File: config.mk
export PLATFORM = sky130hd
export DESIGN_NAME = arc_trip_common
export DESIGN_NICKNAME = d
export VERILOG_FILES = /design/src/core/arc_pkg.sv /design/src/core/arc_trip_common.sv /design/src/core/event_edge.sv
export SDC_FILE = /design/constraint.sdc
export NUM_CORES = 2
export LEC_CHECK = 0
export ABC_AREA = 0
export BUFFER_PORTS_ARGS = -buffer_cell sky130_fd_sc_hd__buf_2
export CORE_MARGIN = 5
export CORE_UTILIZATION = 55
export DETAILED_ROUTE_END_ITERATION = 10
export GPL_TIMING_DRIVEN = 0
export PLACE_DENSITY = 0.72
export SLEW_MARGIN = 25
export SYNTH_ARGS = -nofsm -noshare
export SYNTH_HDL_FRONTEND = slang
export SYNTH_SLANG_ARGS = --single-unit
File: constraint.sdc
create_clock -name sys_clk -period 19.39 [get_ports sys_clk]
set_clock_uncertainty 0.15 [all_clocks]
set_input_delay 3.878 -clock sys_clk [delete_from_list [all_inputs] [get_ports sys_clk]]
set_output_delay 3.878 -clock sys_clk [all_outputs]
set_load 0.1 [all_outputs]
File: src/core/arc_pkg.sv
// Constants, register map and types shared by the arc trip and common signal logic.
package arc_pkg;

  // ****************************************************************
  // Timing
  // ****************************************************************
  localparam int unsigned CLK_HZ        = 25_000_000;
  localparam int unsigned STAMP_TIME_MS = 1;
  localparam int unsigned MS_CYCLES     = CLK_HZ / 1000 * STAMP_TIME_MS;
  localparam int unsigned PROC_TIME_MS  = 1;
  localparam int unsigned PROC_CYCLES   = CLK_HZ / 1000 * PROC_TIME_MS;
  // Least lead of the blocking input before the operate delay expires.
  localparam int unsigned BLOCK_LEAD_MS = 5;
  localparam int unsigned BLOCK_LEAD_CYCLES = CLK_HZ / 1000 * BLOCK_LEAD_MS;

  // ****************************************************************
  // Sizes
  // ****************************************************************
  localparam int unsigned NUM_ZONES  = 4;
  localparam int unsigned NUM_CH     = 4;
  localparam int unsigned NUM_STAGES = 8;
  localparam int unsigned CUR_W      = 16;
  localparam int unsigned SENS_W     = 18;
  localparam int unsigned ARC_FLAGS  = 26;
  localparam int unsigned COM_FLAGS  = 2;
  localparam int unsigned REC_DEPTH  = 12;
  localparam int unsigned REC_W      = 32 + 8 + 4 * CUR_W;

  // ****************************************************************
  // Sensor status word field positions
  // ****************************************************************
  localparam int unsigned SB_PH_BLK  = 0;
  localparam int unsigned SB_PH_STR  = 1;
  localparam int unsigned SB_RES_BLK = 2;
  localparam int unsigned SB_RES_STR = 3;
  localparam int unsigned SB_LIGHT   = 4;
  localparam int unsigned SB_PRESS   = 8;
  localparam int unsigned SB_DI      = 12;
  localparam int unsigned SB_SFAULT  = 13;
  localparam int unsigned SB_IOFAULT = 17;

  // ****************************************************************
  // Register offsets (byte addresses)
  // ****************************************************************
  localparam logic [7:0] A_ARC_COND    = 8'h00;
  localparam logic [7:0] A_SENSOR_STAT = 8'h04;
  localparam logic [7:0] A_ARC_ON_MASK = 8'h08;
  localparam logic [7:0] A_ARC_OFF_MSK = 8'h0c;
  localparam logic [7:0] A_COM_MASK    = 8'h10;
  localparam logic [7:0] A_COM_CTRL    = 8'h14;
  localparam logic [7:0] A_COM_COND    = 8'h18;
  localparam logic [7:0] A_COUNT_CLR   = 8'h1c;
  localparam logic [7:0] A_ARC_COUNT   = 8'h20;
  localparam logic [7:0] A_START_COUNT = 8'h24;
  localparam logic [7:0] A_TRIP_COUNT  = 8'h28;
  localparam logic [7:0] A_TIME_NOW    = 8'h2c;
  localparam logic [7:0] A_REC_SEL     = 8'h30;
  localparam logic [7:0] A_REC_PTR     = 8'h34;
  localparam logic [7:0] A_REC_STAMP   = 8'h38;
  localparam logic [7:0] A_REC_EVENT   = 8'h3c;
  localparam logic [7:0] A_REC_IAB     = 8'h40;
  localparam logic [7:0] A_REC_ICR     = 8'h44;

  // ****************************************************************
  // Reset values
  // ****************************************************************
  localparam logic [ARC_FLAGS-1:0] ARC_MASK_RST = {ARC_FLAGS{1'b1}};
  localparam logic [3:0]           COM_MASK_RST = 4'hf;

  // ****************************************************************
  // Types
  // ****************************************************************
  typedef enum logic [2:0] {
    ZONE_IDLE    = 3'b001,
    ZONE_TRIP    = 3'b010,
    ZONE_BLOCKED = 3'b100
  } zone_state_t;

  typedef enum logic [2:0] {
    COND_NORMAL = 3'b001,
    COND_START  = 3'b010,
    COND_TRIP   = 3'b100
  } com_cond_t;

  typedef enum logic [1:0] {
    OVR_NORMAL = 2'h0,
    OVR_START  = 2'h1,
    OVR_TRIP   = 2'h2
  } override_t;

endpackage : arc_pkg

File: src/core/arc_trip_common.sv
// Arc fault stage outcome, status, events and records, with common signals.
// ****************************************************************
// Overview of operation
// RL1: Blocking input sampled once at each processing cycle start, held all cycle.
// RL2: Zone pick-up with sampled block inactive asserts that zone's trip output.
// RL3: Zone pick-up with sampled block active asserts blocked, no further action.
// RL4: Blocking source must assert it 5 ms before the operate delay ends.
// RL5: Condition word holds trip and blocked flags for each of four zones.
// RL6: Sensor word holds current, light, pressure, input and fault flags.
// RL7: Each rising status change raises ON, each falling change raises OFF.
// RL8: Per-source masks choose whether ON, OFF or both events are stored.
// RL9: Every stored event carries a time stamp taken when it occurred.
// RL10: Arc stage keeps a cumulative event count that software can reset.
// RL11: Events exist for zones, current elements, channels, input and faults.
// RL12: Only twelve newest operation records are kept, oldest overwritten first.
// RL13: Record holds stamp, event, three phase and residual currents, sensors, group.
// RL14: Common start and trip follow any protection stage start or trip.
// RL15: Extra start and trip inputs also drive the common outputs.
// RL16: Override normal, start or trip works only with global forcing enabled.
// RL17: Common settings are static and ignore the active setting group.
// RL18: Common condition readout shows normal, start or trip.
// RL19: Common block has no blocking input of its own.
// RL20: Common start and trip changes raise ON and OFF events.
// RL21: Common block keeps resettable counts of start and trip events.
// RL22: With start and trip both active the common readout reports trip.
//
// The register addresses and the plain strobed port were chosen for this implementation.
module arc_trip_common #(
  parameter int unsigned MS_CYCLES   = arc_pkg::MS_CYCLES,
  parameter int unsigned PROC_CYCLES = arc_pkg::PROC_CYCLES
) (
  input  wire logic                        sys_clk,
  input  wire logic                        rst_n,
  input  wire logic [arc_pkg::NUM_ZONES-1:0] zone_pickup,
  input  wire logic                        block_in,
  input  wire logic                        ph_blocked,
  input  wire logic                        ph_start,
  input  wire logic                        res_blocked,
  input  wire logic                        res_start,
  input  wire logic [arc_pkg::NUM_CH-1:0]  ch_light,
  input  wire logic [arc_pkg::NUM_CH-1:0]  ch_pressure,
  input  wire logic                        di_signal,
  input  wire logic [arc_pkg::NUM_CH-1:0]  sensor_fault,
  input  wire logic                        io_unit_fault,
  input  wire logic [arc_pkg::CUR_W-1:0]   cur_a,
  input  wire logic [arc_pkg::CUR_W-1:0]   cur_b,
  input  wire logic [arc_pkg::CUR_W-1:0]   cur_c,
  input  wire logic [arc_pkg::CUR_W-1:0]   cur_res,
  input  wire logic [2:0]                  setting_group,
  input  wire logic [arc_pkg::NUM_STAGES-1:0] stage_start,
  input  wire logic [arc_pkg::NUM_STAGES-1:0] stage_trip,
  input  wire logic                        extra_start,
  input  wire logic                        extra_trip,
  input  wire logic [7:0]                  addr,
  input  wire logic [31:0]                 wdata,
  input  wire logic                        wr,
  input  wire logic                        rd,
  output logic      [31:0]                 rdata,
  output logic      [arc_pkg::NUM_ZONES-1:0] zone_trip,
  output logic      [arc_pkg::NUM_ZONES-1:0] zone_blocked,
  output logic                             common_start,
  output logic                             common_trip,
  output logic      [arc_pkg::ARC_FLAGS-1:0] arc_on_evt,
  output logic      [arc_pkg::ARC_FLAGS-1:0] arc_off_evt,
  output logic      [arc_pkg::COM_FLAGS-1:0] com_on_evt,
  output logic      [arc_pkg::COM_FLAGS-1:0] com_off_evt,
  output logic      [31:0]                 event_stamp
);

  // ****************************************************************
  // Helpers
  // ****************************************************************
  function automatic logic hit(input logic [7:0] a, input logic [7:0] ref_a);
    hit = (a == ref_a);
  endfunction : hit

  // ****************************************************************
  // Time base and processing cycle
  // ****************************************************************
  logic [15:0] ms_cnt_reg;
  logic [15:0] proc_cnt_reg;
  logic        cycle_en_reg;
  logic        eval_reg;
  logic [31:0] time_reg;
  wire         ms_tick  = (ms_cnt_reg == 16'(MS_CYCLES - 1));
  wire         proc_end = (proc_cnt_reg == 16'(PROC_CYCLES - 1));
  wire         time_wr  = wr && hit(addr, arc_pkg::A_TIME_NOW);

  always_ff @(posedge sys_clk) begin
    if (!rst_n) begin
      ms_cnt_reg   <= '0;
      proc_cnt_reg <= '0;
      cycle_en_reg <= 1'b0;
      eval_reg     <= 1'b0;
      time_reg     <= '0;
    end else begin
      ms_cnt_reg   <= ms_tick ? '0 : ms_cnt_reg + 16'h0001;
      proc_cnt_reg <= proc_end ? '0 : proc_cnt_reg + 16'h0001;
      cycle_en_reg <= proc_end;
      eval_reg     <= cycle_en_reg;
      if (time_wr) begin
        time_reg <= wdata;
      end else if (ms_tick) begin
        time_reg <= time_reg + 32'h0000_0001;
      end
    end
  end

  // ****************************************************************
  // Blocking sample and zone outcome
  // ****************************************************************
  // Pick-up and block are taken together so a block raised mid-cycle
  // cannot turn an already decided trip into a blocked result.
  logic                          blk_smp_reg;
  logic [arc_pkg::NUM_ZONES-1:0] pick_smp_reg;

  always_ff @(posedge sys_clk) begin
    if (!rst_n) begin
      blk_smp_reg  <= 1'b0;
      pick_smp_reg <= '0;
    end else if (cycle_en_reg) begin
      blk_smp_reg  <= block_in; // RL1
      pick_smp_reg <= zone_pickup;
    end
  end

  arc_pkg::zone_state_t zone_state_reg [arc_pkg::NUM_ZONES];
  arc_pkg::zone_state_t zone_state_next[arc_pkg::NUM_ZONES];

  genvar z;
  generate
    for (z = 0; z < arc_pkg::NUM_ZONES; z++) begin : g_zone
      always_comb begin
        zone_state_next[z] = zone_state_reg[z];
        case (zone_state_reg[z])
          arc_pkg::ZONE_IDLE: begin
            if (eval_reg && pick_smp_reg[z]) begin
              zone_state_next[z] = blk_smp_reg ? arc_pkg::ZONE_BLOCKED // RL3
                                               : arc_pkg::ZONE_TRIP; // RL2
            end
          end
          arc_pkg::ZONE_TRIP, arc_pkg::ZONE_BLOCKED: begin
            if (eval_reg && !pick_smp_reg[z]) begin
              zone_state_next[z] = arc_pkg::ZONE_IDLE;
            end
          end
          default: zone_state_next[z] = arc_pkg::ZONE_IDLE;
        endcase
      end

      always_ff @(posedge sys_clk) begin
        if (!rst_n) begin
          zone_state_reg[z] <= arc_pkg::ZONE_IDLE;
          zone_trip[z]      <= 1'b0;
          zone_blocked[z]   <= 1'b0;
        end else begin
          zone_state_reg[z] <= zone_state_next[z];
          zone_trip[z]    <= (zone_state_next[z] == arc_pkg::ZONE_TRIP); // RL2
          zone_blocked[z] <= (zone_state_next[z] == arc_pkg::ZONE_BLOCKED); // RL3
        end
      end
    end
  endgenerate

  // ****************************************************************
  // Status words
  // ****************************************************************
  logic [7:0]                  arc_cond;
  logic [arc_pkg::SENS_W-1:0]  sensor_stat;

  always_comb begin
    for (int i = 0; i < arc_pkg::NUM_ZONES; i++) begin
      arc_cond[2*i]   = zone_trip[i]; // RL5
      arc_cond[2*i+1] = zone_blocked[i]; // RL5
    end
  end

  assign sensor_stat = {io_unit_fault, sensor_fault, di_signal, ch_pressure,
                        ch_light, res_start, res_blocked, ph_start,
                        ph_blocked}; // RL6

  wire [arc_pkg::ARC_FLAGS-1:0] arc_flags = {sensor_stat, arc_cond}; // RL11

  // ****************************************************************
  // Common signals
  // ****************************************************************
  // Only the fixed control register feeds this logic; setting_group is
  // never read here, so a group change cannot alter it.
  logic [1:0] com_ovr_reg;
  logic       force_en_reg;
  wire        start_any = |stage_start || extra_start; // RL14 RL15
  wire        trip_any  = |stage_trip || extra_trip; // RL14 RL15
  wire        ovr_on    = force_en_reg && (com_ovr_reg != 2'(arc_pkg::OVR_NORMAL)); // RL16
  wire        start_n   = ovr_on ? (com_ovr_reg == 2'(arc_pkg::OVR_START))
                                 : start_any; // RL16 RL17 RL19
  wire        trip_n    = ovr_on ? (com_ovr_reg == 2'(arc_pkg::OVR_TRIP))
                                 : trip_any; // RL16 RL17 RL19
  wire [2:0]  com_cond  = common_trip  ? 3'(arc_pkg::COND_TRIP) : // RL22
                          common_start ? 3'(arc_pkg::COND_START) :
                                         3'(arc_pkg::COND_NORMAL); // RL18

  always_ff @(posedge sys_clk) begin
    if (!rst_n) begin
      common_start <= 1'b0;
      common_trip  <= 1'b0;
    end else begin
      common_start <= start_n;
      common_trip  <= trip_n;
    end
  end

  // ****************************************************************
  // Events
  // ****************************************************************
  logic [arc_pkg::ARC_FLAGS-1:0] arc_on_mask_reg;
  logic [arc_pkg::ARC_FLAGS-1:0] arc_off_mask_reg;
  logic [3:0]                    com_mask_reg;
  logic                          arc_edge;
  logic                          com_edge_unused;

  event_edge #(.W(arc_pkg::ARC_FLAGS)) u_arc_evt ( // RL7 RL8 RL11
    .sys_clk  (sys_clk),
    .rst_n    (rst_n),
    .flags    (arc_flags),
    .on_mask  (arc_on_mask_reg),
    .off_mask (arc_off_mask_reg),
    .on_evt   (arc_on_evt),
    .off_evt  (arc_off_evt),
    .any_edge (arc_edge)
  );

  event_edge #(.W(arc_pkg::COM_FLAGS)) u_com_evt ( // RL20
    .sys_clk  (sys_clk),
    .rst_n    (rst_n),
    .flags    ({common_trip, common_start}),
    .on_mask  ({com_mask_reg[2], com_mask_reg[0]}),
    .off_mask ({com_mask_reg[3], com_mask_reg[1]}),
    .on_evt   (com_on_evt),
    .off_evt  (com_off_evt),
    .any_edge (com_edge_unused)
  );

  always_ff @(posedge sys_clk) begin
    if (!rst_n) begin
      event_stamp <= '0;
    end else begin
      event_stamp <= time_reg; // RL9
    end
  end

  // ****************************************************************
  // Event counters
  // ****************************************************************
  logic [31:0] arc_count_reg;
  logic [31:0] start_count_reg;
  logic [31:0] trip_count_reg;
  logic        start_prev_reg;
  logic        trip_prev_reg;
  wire         clr_wr    = wr && hit(addr, arc_pkg::A_COUNT_CLR);
  wire         start_rise = common_start && !start_prev_reg;
  wire         trip_rise  = common_trip && !trip_prev_reg;

  // An event landing on the clear cycle is counted from zero, not lost.
  always_ff @(posedge sys_clk) begin
    if (!rst_n) begin
      arc_count_reg   <= '0;
      start_count_reg <= '0;
      trip_count_reg  <= '0;
      start_prev_reg  <= 1'b0;
      trip_prev_reg   <= 1'b0;
    end else begin
      start_prev_reg <= common_start;
      trip_prev_reg  <= common_trip;
      arc_count_reg   <= ((clr_wr && wdata[0]) ? '0 : arc_count_reg)
                         + {31'h0, arc_edge}; // RL10
      start_count_reg <= ((clr_wr && wdata[1]) ? '0 : start_count_reg)
                         + {31'h0, start_rise}; // RL21
      trip_count_reg  <= ((clr_wr && wdata[2]) ? '0 : trip_count_reg)
                         + {31'h0, trip_rise}; // RL21
    end
  end

  // ****************************************************************
  // Operation records
  // ****************************************************************
  logic [arc_pkg::REC_W-1:0] rec_mem [arc_pkg::REC_DEPTH];
  logic [3:0]                rec_ptr_reg;
  logic [3:0]                rec_num_reg;
  logic [3:0]                rec_sel_reg;
  logic [arc_pkg::NUM_ZONES-1:0] trip_prev_z_reg;
  wire  [arc_pkg::NUM_ZONES-1:0] trip_rise_z = zone_trip & ~trip_prev_z_reg;
  wire  [1:0] rec_zone = trip_rise_z[0] ? 2'h0 : trip_rise_z[1] ? 2'h1 :
                         trip_rise_z[2] ? 2'h2 : 2'h3;
  wire  [3:0] rec_sens = ch_light | ch_pressure;
  wire  [7:0] rec_evt  = {setting_group, rec_sens, 1'b0} | {6'h0, rec_zone};
  wire        rec_wrap = (rec_ptr_reg == 4'(arc_pkg::REC_DEPTH - 1));

  always_ff @(posedge sys_clk) begin
    if (!rst_n) begin
      trip_prev_z_reg <= '0;
      rec_ptr_reg     <= '0;
      rec_num_reg     <= '0;
    end else begin
      trip_prev_z_reg <= zone_trip;
      if (|trip_rise_z) begin
        rec_ptr_reg <= rec_wrap ? '0 : rec_ptr_reg + 4'h1; // RL12
        if (rec_num_reg != 4'(arc_pkg::REC_DEPTH)) begin
          rec_num_reg <= rec_num_reg + 4'h1;
        end
      end
    end
  end

  always_ff @(posedge sys_clk) begin
    if (|trip_rise_z) begin
      rec_mem[rec_ptr_reg] <= {time_reg, rec_evt, cur_a, cur_b, cur_c,
                               cur_res}; // RL13
    end
  end

  wire        sel_ok  = (rec_sel_reg < 4'(arc_pkg::REC_DEPTH));
  wire [arc_pkg::REC_W-1:0] rec_rd = sel_ok ? rec_mem[rec_sel_reg] : '0;

  // ****************************************************************
  // Register bus
  // ****************************************************************
  always_ff @(posedge sys_clk) begin
    if (!rst_n) begin
      arc_on_mask_reg  <= arc_pkg::ARC_MASK_RST;
      arc_off_mask_reg <= arc_pkg::ARC_MASK_RST;
      com_mask_reg     <= arc_pkg::COM_MASK_RST;
      com_ovr_reg      <= 2'(arc_pkg::OVR_NORMAL);
      force_en_reg     <= 1'b0;
      rec_sel_reg      <= '0;
    end else if (wr) begin
      if (hit(addr, arc_pkg::A_ARC_ON_MASK)) begin
        arc_on_mask_reg <= wdata[arc_pkg::ARC_FLAGS-1:0]; // RL8
      end
      if (hit(addr, arc_pkg::A_ARC_OFF_MSK)) begin
        arc_off_mask_reg <= wdata[arc_pkg::ARC_FLAGS-1:0]; // RL8
      end
      if (hit(addr, arc_pkg::A_COM_MASK)) begin
        com_mask_reg <= wdata[3:0]; // RL8
      end
      if (hit(addr, arc_pkg::A_COM_CTRL)) begin
        com_ovr_reg  <= wdata[1:0]; // RL16
        force_en_reg <= wdata[2];
      end
      if (hit(addr, arc_pkg::A_REC_SEL)) begin
        rec_sel_reg <= wdata[3:0];
      end
    end
  end

  logic [31:0] rdata_next;

  always_comb begin
    rdata_next = '0;
    case (addr)
      arc_pkg::A_ARC_COND:    rdata_next = {24'h0, arc_cond}; // RL5
      arc_pkg::A_SENSOR_STAT: rdata_next = {14'h0, sensor_stat}; // RL6
      arc_pkg::A_ARC_ON_MASK: rdata_next = {6'h0, arc_on_mask_reg};
      arc_pkg::A_ARC_OFF_MSK: rdata_next = {6'h0, arc_off_mask_reg};
      arc_pkg::A_COM_MASK:    rdata_next = {28'h0, com_mask_reg};
      arc_pkg::A_COM_CTRL:    rdata_next = {29'h0, force_en_reg, com_ovr_reg};
      arc_pkg::A_COM_COND:    rdata_next = {29'h0, com_cond}; // RL18
      arc_pkg::A_ARC_COUNT:   rdata_next = arc_count_reg;
      arc_pkg::A_START_COUNT: rdata_next = start_count_reg;
      arc_pkg::A_TRIP_COUNT:  rdata_next = trip_count_reg;
      arc_pkg::A_TIME_NOW:    rdata_next = time_reg;
      arc_pkg::A_REC_SEL:     rdata_next = {28'h0, rec_sel_reg};
      arc_pkg::A_REC_PTR:     rdata_next = {24'h0, rec_num_reg, rec_ptr_reg};
      arc_pkg::A_REC_STAMP:   rdata_next = rec_rd[103:72];
      arc_pkg::A_REC_EVENT:   rdata_next = {24'h0, rec_rd[71:64]};
      arc_pkg::A_REC_IAB:     rdata_next = rec_rd[63:32];
      arc_pkg::A_REC_ICR:     rdata_next = rec_rd[31:0];
      default:                rdata_next = '0;
    endcase
  end

  always_ff @(posedge sys_clk) begin
    if (!rst_n) begin
      rdata <= '0;
    end else begin
      rdata <= rd ? rdata_next : '0;
    end
  end

endmodule : arc_trip_common

File: src/core/event_edge.sv
// Edge detector that turns status flags into masked ON and OFF event pulses.
module event_edge #(
  parameter int unsigned W = 1
) (
  input  wire logic         sys_clk,
  input  wire logic         rst_n,
  input  wire logic [W-1:0] flags,
  input  wire logic [W-1:0] on_mask,
  input  wire logic [W-1:0] off_mask,
  output logic      [W-1:0] on_evt,
  output logic      [W-1:0] off_evt,
  output logic              any_edge
);

  logic [W-1:0] prev_reg;
  wire  [W-1:0] rise = flags & ~prev_reg;
  wire  [W-1:0] fall = ~flags & prev_reg;

  // ****************************************************************
  // Edge capture
  // ****************************************************************
  always_ff @(posedge sys_clk) begin
    if (!rst_n) begin
      prev_reg <= '0;
      on_evt   <= '0;
      off_evt  <= '0;
      any_edge <= 1'b0;
    end else begin
      prev_reg <= flags;
      on_evt   <= rise & on_mask;
      off_evt  <= fall & off_mask;
      any_edge <= |(rise | fall);
    end
  end

endmodule : event_edge

==> metrics.txt <==
Tot GR Track Use 32.8%; part of the power in registers 53.8%; complex-gate fraction of the synthesized area 5.23%; TNS Setup 0 ns; Net count, final 4,940; Synth Area in Simple Gates 8.20%; min-delay worst type reg -> reg; Hold Fails Final Rpt 0; Power Dens Cells 92.8 nW/µm²; DIE AREA 127,000 µm²; P&R area growth vs syn 16.0%; Worst-path clk slew 0.06 ns; Worst setup SP type input port; Residual DRC 0; Final ANT Viol Nets 0; adder-cell share of the synthesized area 1.27%; Final Max Slew Viols 0; clock period minus worst slack 7.52 ns; Worst path most repeated cell clkbuf_1; Post-Layout Cell Count 6,482; Max clock buf depth 3; final WL 210 mm; Die Ht 356 µm; total I/O pin count 282; Wirelength per Cell 32.4 µm; vias in the first global route 41,003; Ys Warns 0; reported net switching power 1.49 mW; layout filler cell count 8,363; PortBufs 277; slowest stage cell, crit path or4b_1; max reg flops 1,248; Die X 356 µm; Core Area 119,000 µm²; vias 42,919; uppermost layer routed met5; worst path buffer plus inverter count 5; Setup Viol. Count Final 0; XOR/XNOR Fraction of Synth Area 1.34%; Mapped Area 66,000 µm²; FP Rows 127; post-CTS setup buffer count 0; Resized cells post-CTS 0; share of cells above drive strength 1 22.4%; sequential area share after synthesis 69.3%; leakage 25.5 nW; Initial DRT Pass Iterations 9; root buffer cell clkbuf_16; Via-to-Cell Ratio 6.62; fmax 0.133 GHz; Worst VDD drop 0.0889 mV; Overflow after GRT 0; unrepaired setup endpoints after global routing no; multiplexer share of the synthesized area 12.4%; post-DP HPWL 148 mm; share of power burned in the clock network 43.7%; Switching Fraction 21.1%; outcome complete, no violations; effective utilization at floorplan 55.2%; CP top delay family simple AND/OR/NAND/NOR gates; CTS tree built; Clock Latency Late Sink 0.80 ns; Crit Path Category in -> reg; first-pass GRT wire length 297 mm; Arr. time, crit path 8.09 ns; largest net degree at the start of global routing 21; Logic pwr share 2.5%; Syn Inst Count 4,157; Slew HR 16.5%; syn_area_per_cell 15.9 µm²; combinational family with the most area after synthesis multiplexers; actual slew at the worst max-slew pin 1.25 ns; Placer Congestion 0.996; CTS Buf Count 163; initial antenna violation count 23; Synth Net Count 4,376; DP Cell Count 6,168; max-cap violations 0; CTS Sinks 1,661; detailed route wirelength on metal2 94.9 mm; Largest Register rec_mem; CTS H-tree lvls 4; critical path cell sequence buf_2, clkbuf_1, nand4_1, clkbuf_1, clkbuf_1, and2_1, ha_1, and4_1, nand4_1, or4b_1, clkbuf_1, or3_1, a21oi_1; CP Data Required Time 19.96 ns; cts-stage hold buffer count 0; synth unique cells 82; Largest stage delay, worst path 0.60 ns; number of flops mapped to enable cells by yosys 1,248; Routed met3 length 27.7 mm; crit end category register; prevailing post-synth register cell edfxtp_1; post-synthesis async set-or-reset flop share 0%; Internal Power 5.60 mW; initial drt markers 6,808; critical path peak fanout 10; M1 WL 75.2 mm; register bit total from synthesis 1,661; fin crit share 38.8%
[per-layer routing]
layer,vias up,track usage (%)
li1,17495,-
met1,21441,43.9
met2,3319,49.7
met3,652,9.42
met4,12,16.4
met5,-,0
[area by class of cell]
| type | count | area [µm²] | area share (%) |
|---|---|---|---|
| sequential | 1661 | 45700 | 59.8 |
| multi-input combinational | 2160 | 18900 | 24.7 |
| antenna | 17 | 42.5 | 0.0556 |
| clock buffer | 218 | 4510 | 5.90 |
| inverter | 81 | 304 | 0.397 |
| tap | 1612 | 2020 | 2.64 |
| buffer | 255 | 1140 | 1.50 |
| clock inverter | 79 | 676 | 0.883 |
| timing repair buffer | 399 | 3150 | 4.12 |
[power groups by stage]
stage	clock network, mW	logic, mW	registers [mW]
floorplan	0	0.0526	3.92
global route	3.28	0.183	3.81
global placement	0	0.168	3.89
detailed placement	0	0.172	3.89
CTS	3.12	0.172	3.82
finish	3.10	0.179	3.82
[cell usage in the layout, fill, tap and decap left out, types with 29 or more instances in the layout]
cell,instances
a21oi_1,94
a22oi_1,89
and2_1,58
and3_1,83
buf_16,29
buf_2,340
buf_4,87
clkbuf_1,176
clkbuf_16,168
clkinv_2,29
dfxtp_1,412
edfxtp_1,1248
ha_1,67
inv_1,81
mux2i_1,123
mux4_2,306
nand2_1,244
nand3_1,182
nand4_1,71
nor2_1,229
nor3_1,32
o21ai_0,60
o22ai_1,41
o31ai_1,29
xnor2_1,41
xor2_1,60
[path summary, 6_finish.rpt]
check	startpoint	end	slack, ns	cells past startpoint
worst min-delay path	proc_cnt_reg[0]$_SDFF_PP0_	proc_cnt_reg[0]$_SDFF_PP0_	0.30	1
worst max register to register	register	rdata[24]$_SDFF_PN0_	14.89	8
worst max-delay path	wr	trip_count_reg[16]$_SDFF_PN0_	11.87	13
worst min register to register	proc_cnt_reg[0]$_SDFF_PP0_	proc_cnt_reg[0]$_SDFF_PP0_	0.30	1
[Yosys cell counts (71+ instances only)]
master | count | area share [%]
mux2i_1 | 123 | 1.9
a21oi_1 | 95 | 0.72
edfxtp_1 | 1248 | 57
nand2_1 | 244 | 1.4
nand3_1 | 182 | 1.4
mux4_2 | 306 | 10
a22oi_1 | 89 | 1.0
nor2_1 | 237 | 1.3
and3_1 | 83 | 0.79
clkbuf_1 | 144 | 0.82
nand4_1 | 71 | 0.67
inv_1 | 81 | 0.46
dfxtp_1 | 413 | 13
[per-stage QoR]
stage | hold WS [ns] | utilization [%] | power [mW] | worst slack [ns] | area [µm²]
2_1_floorplan | 0.268 | - | 3.97 | 9.69 | 66000
3_3_place_gp | 0.279 | 58.0 | 4.06 | 2.18 | 69400
3_5_place_dp | 0.291 | 59.6 | 4.06 | 11.23 | 71300
4_1_cts | 0.298 | 64.0 | 7.11 | 12.04 | 76400
5_1_grt | 0.321 | 64.0 | 7.28 | 11.77 | 76500
6_report | 0.297 | 64.0 | 7.10 | 11.87 | 76500
[worst reg2reg max path: cells and delay by family (launching register included)]
kind / cells / cell delay, ns
compound gates: 3 / 1.42
buf+inv: 3 / 1.65
flops: 1 / 0.33
mux: 2 / 0.72
[cells by family after synthesis]
kind of cell,after synthesis
AND/OR/NAND/NOR,1062
buffers and inverters,336
adder cells (fa/ha/maj),67
flip-flops,1661
XOR/XNOR,101
multiplexers,436
AO/OA/AOI/OAI,494
Power figures use the tool's default switching activity.
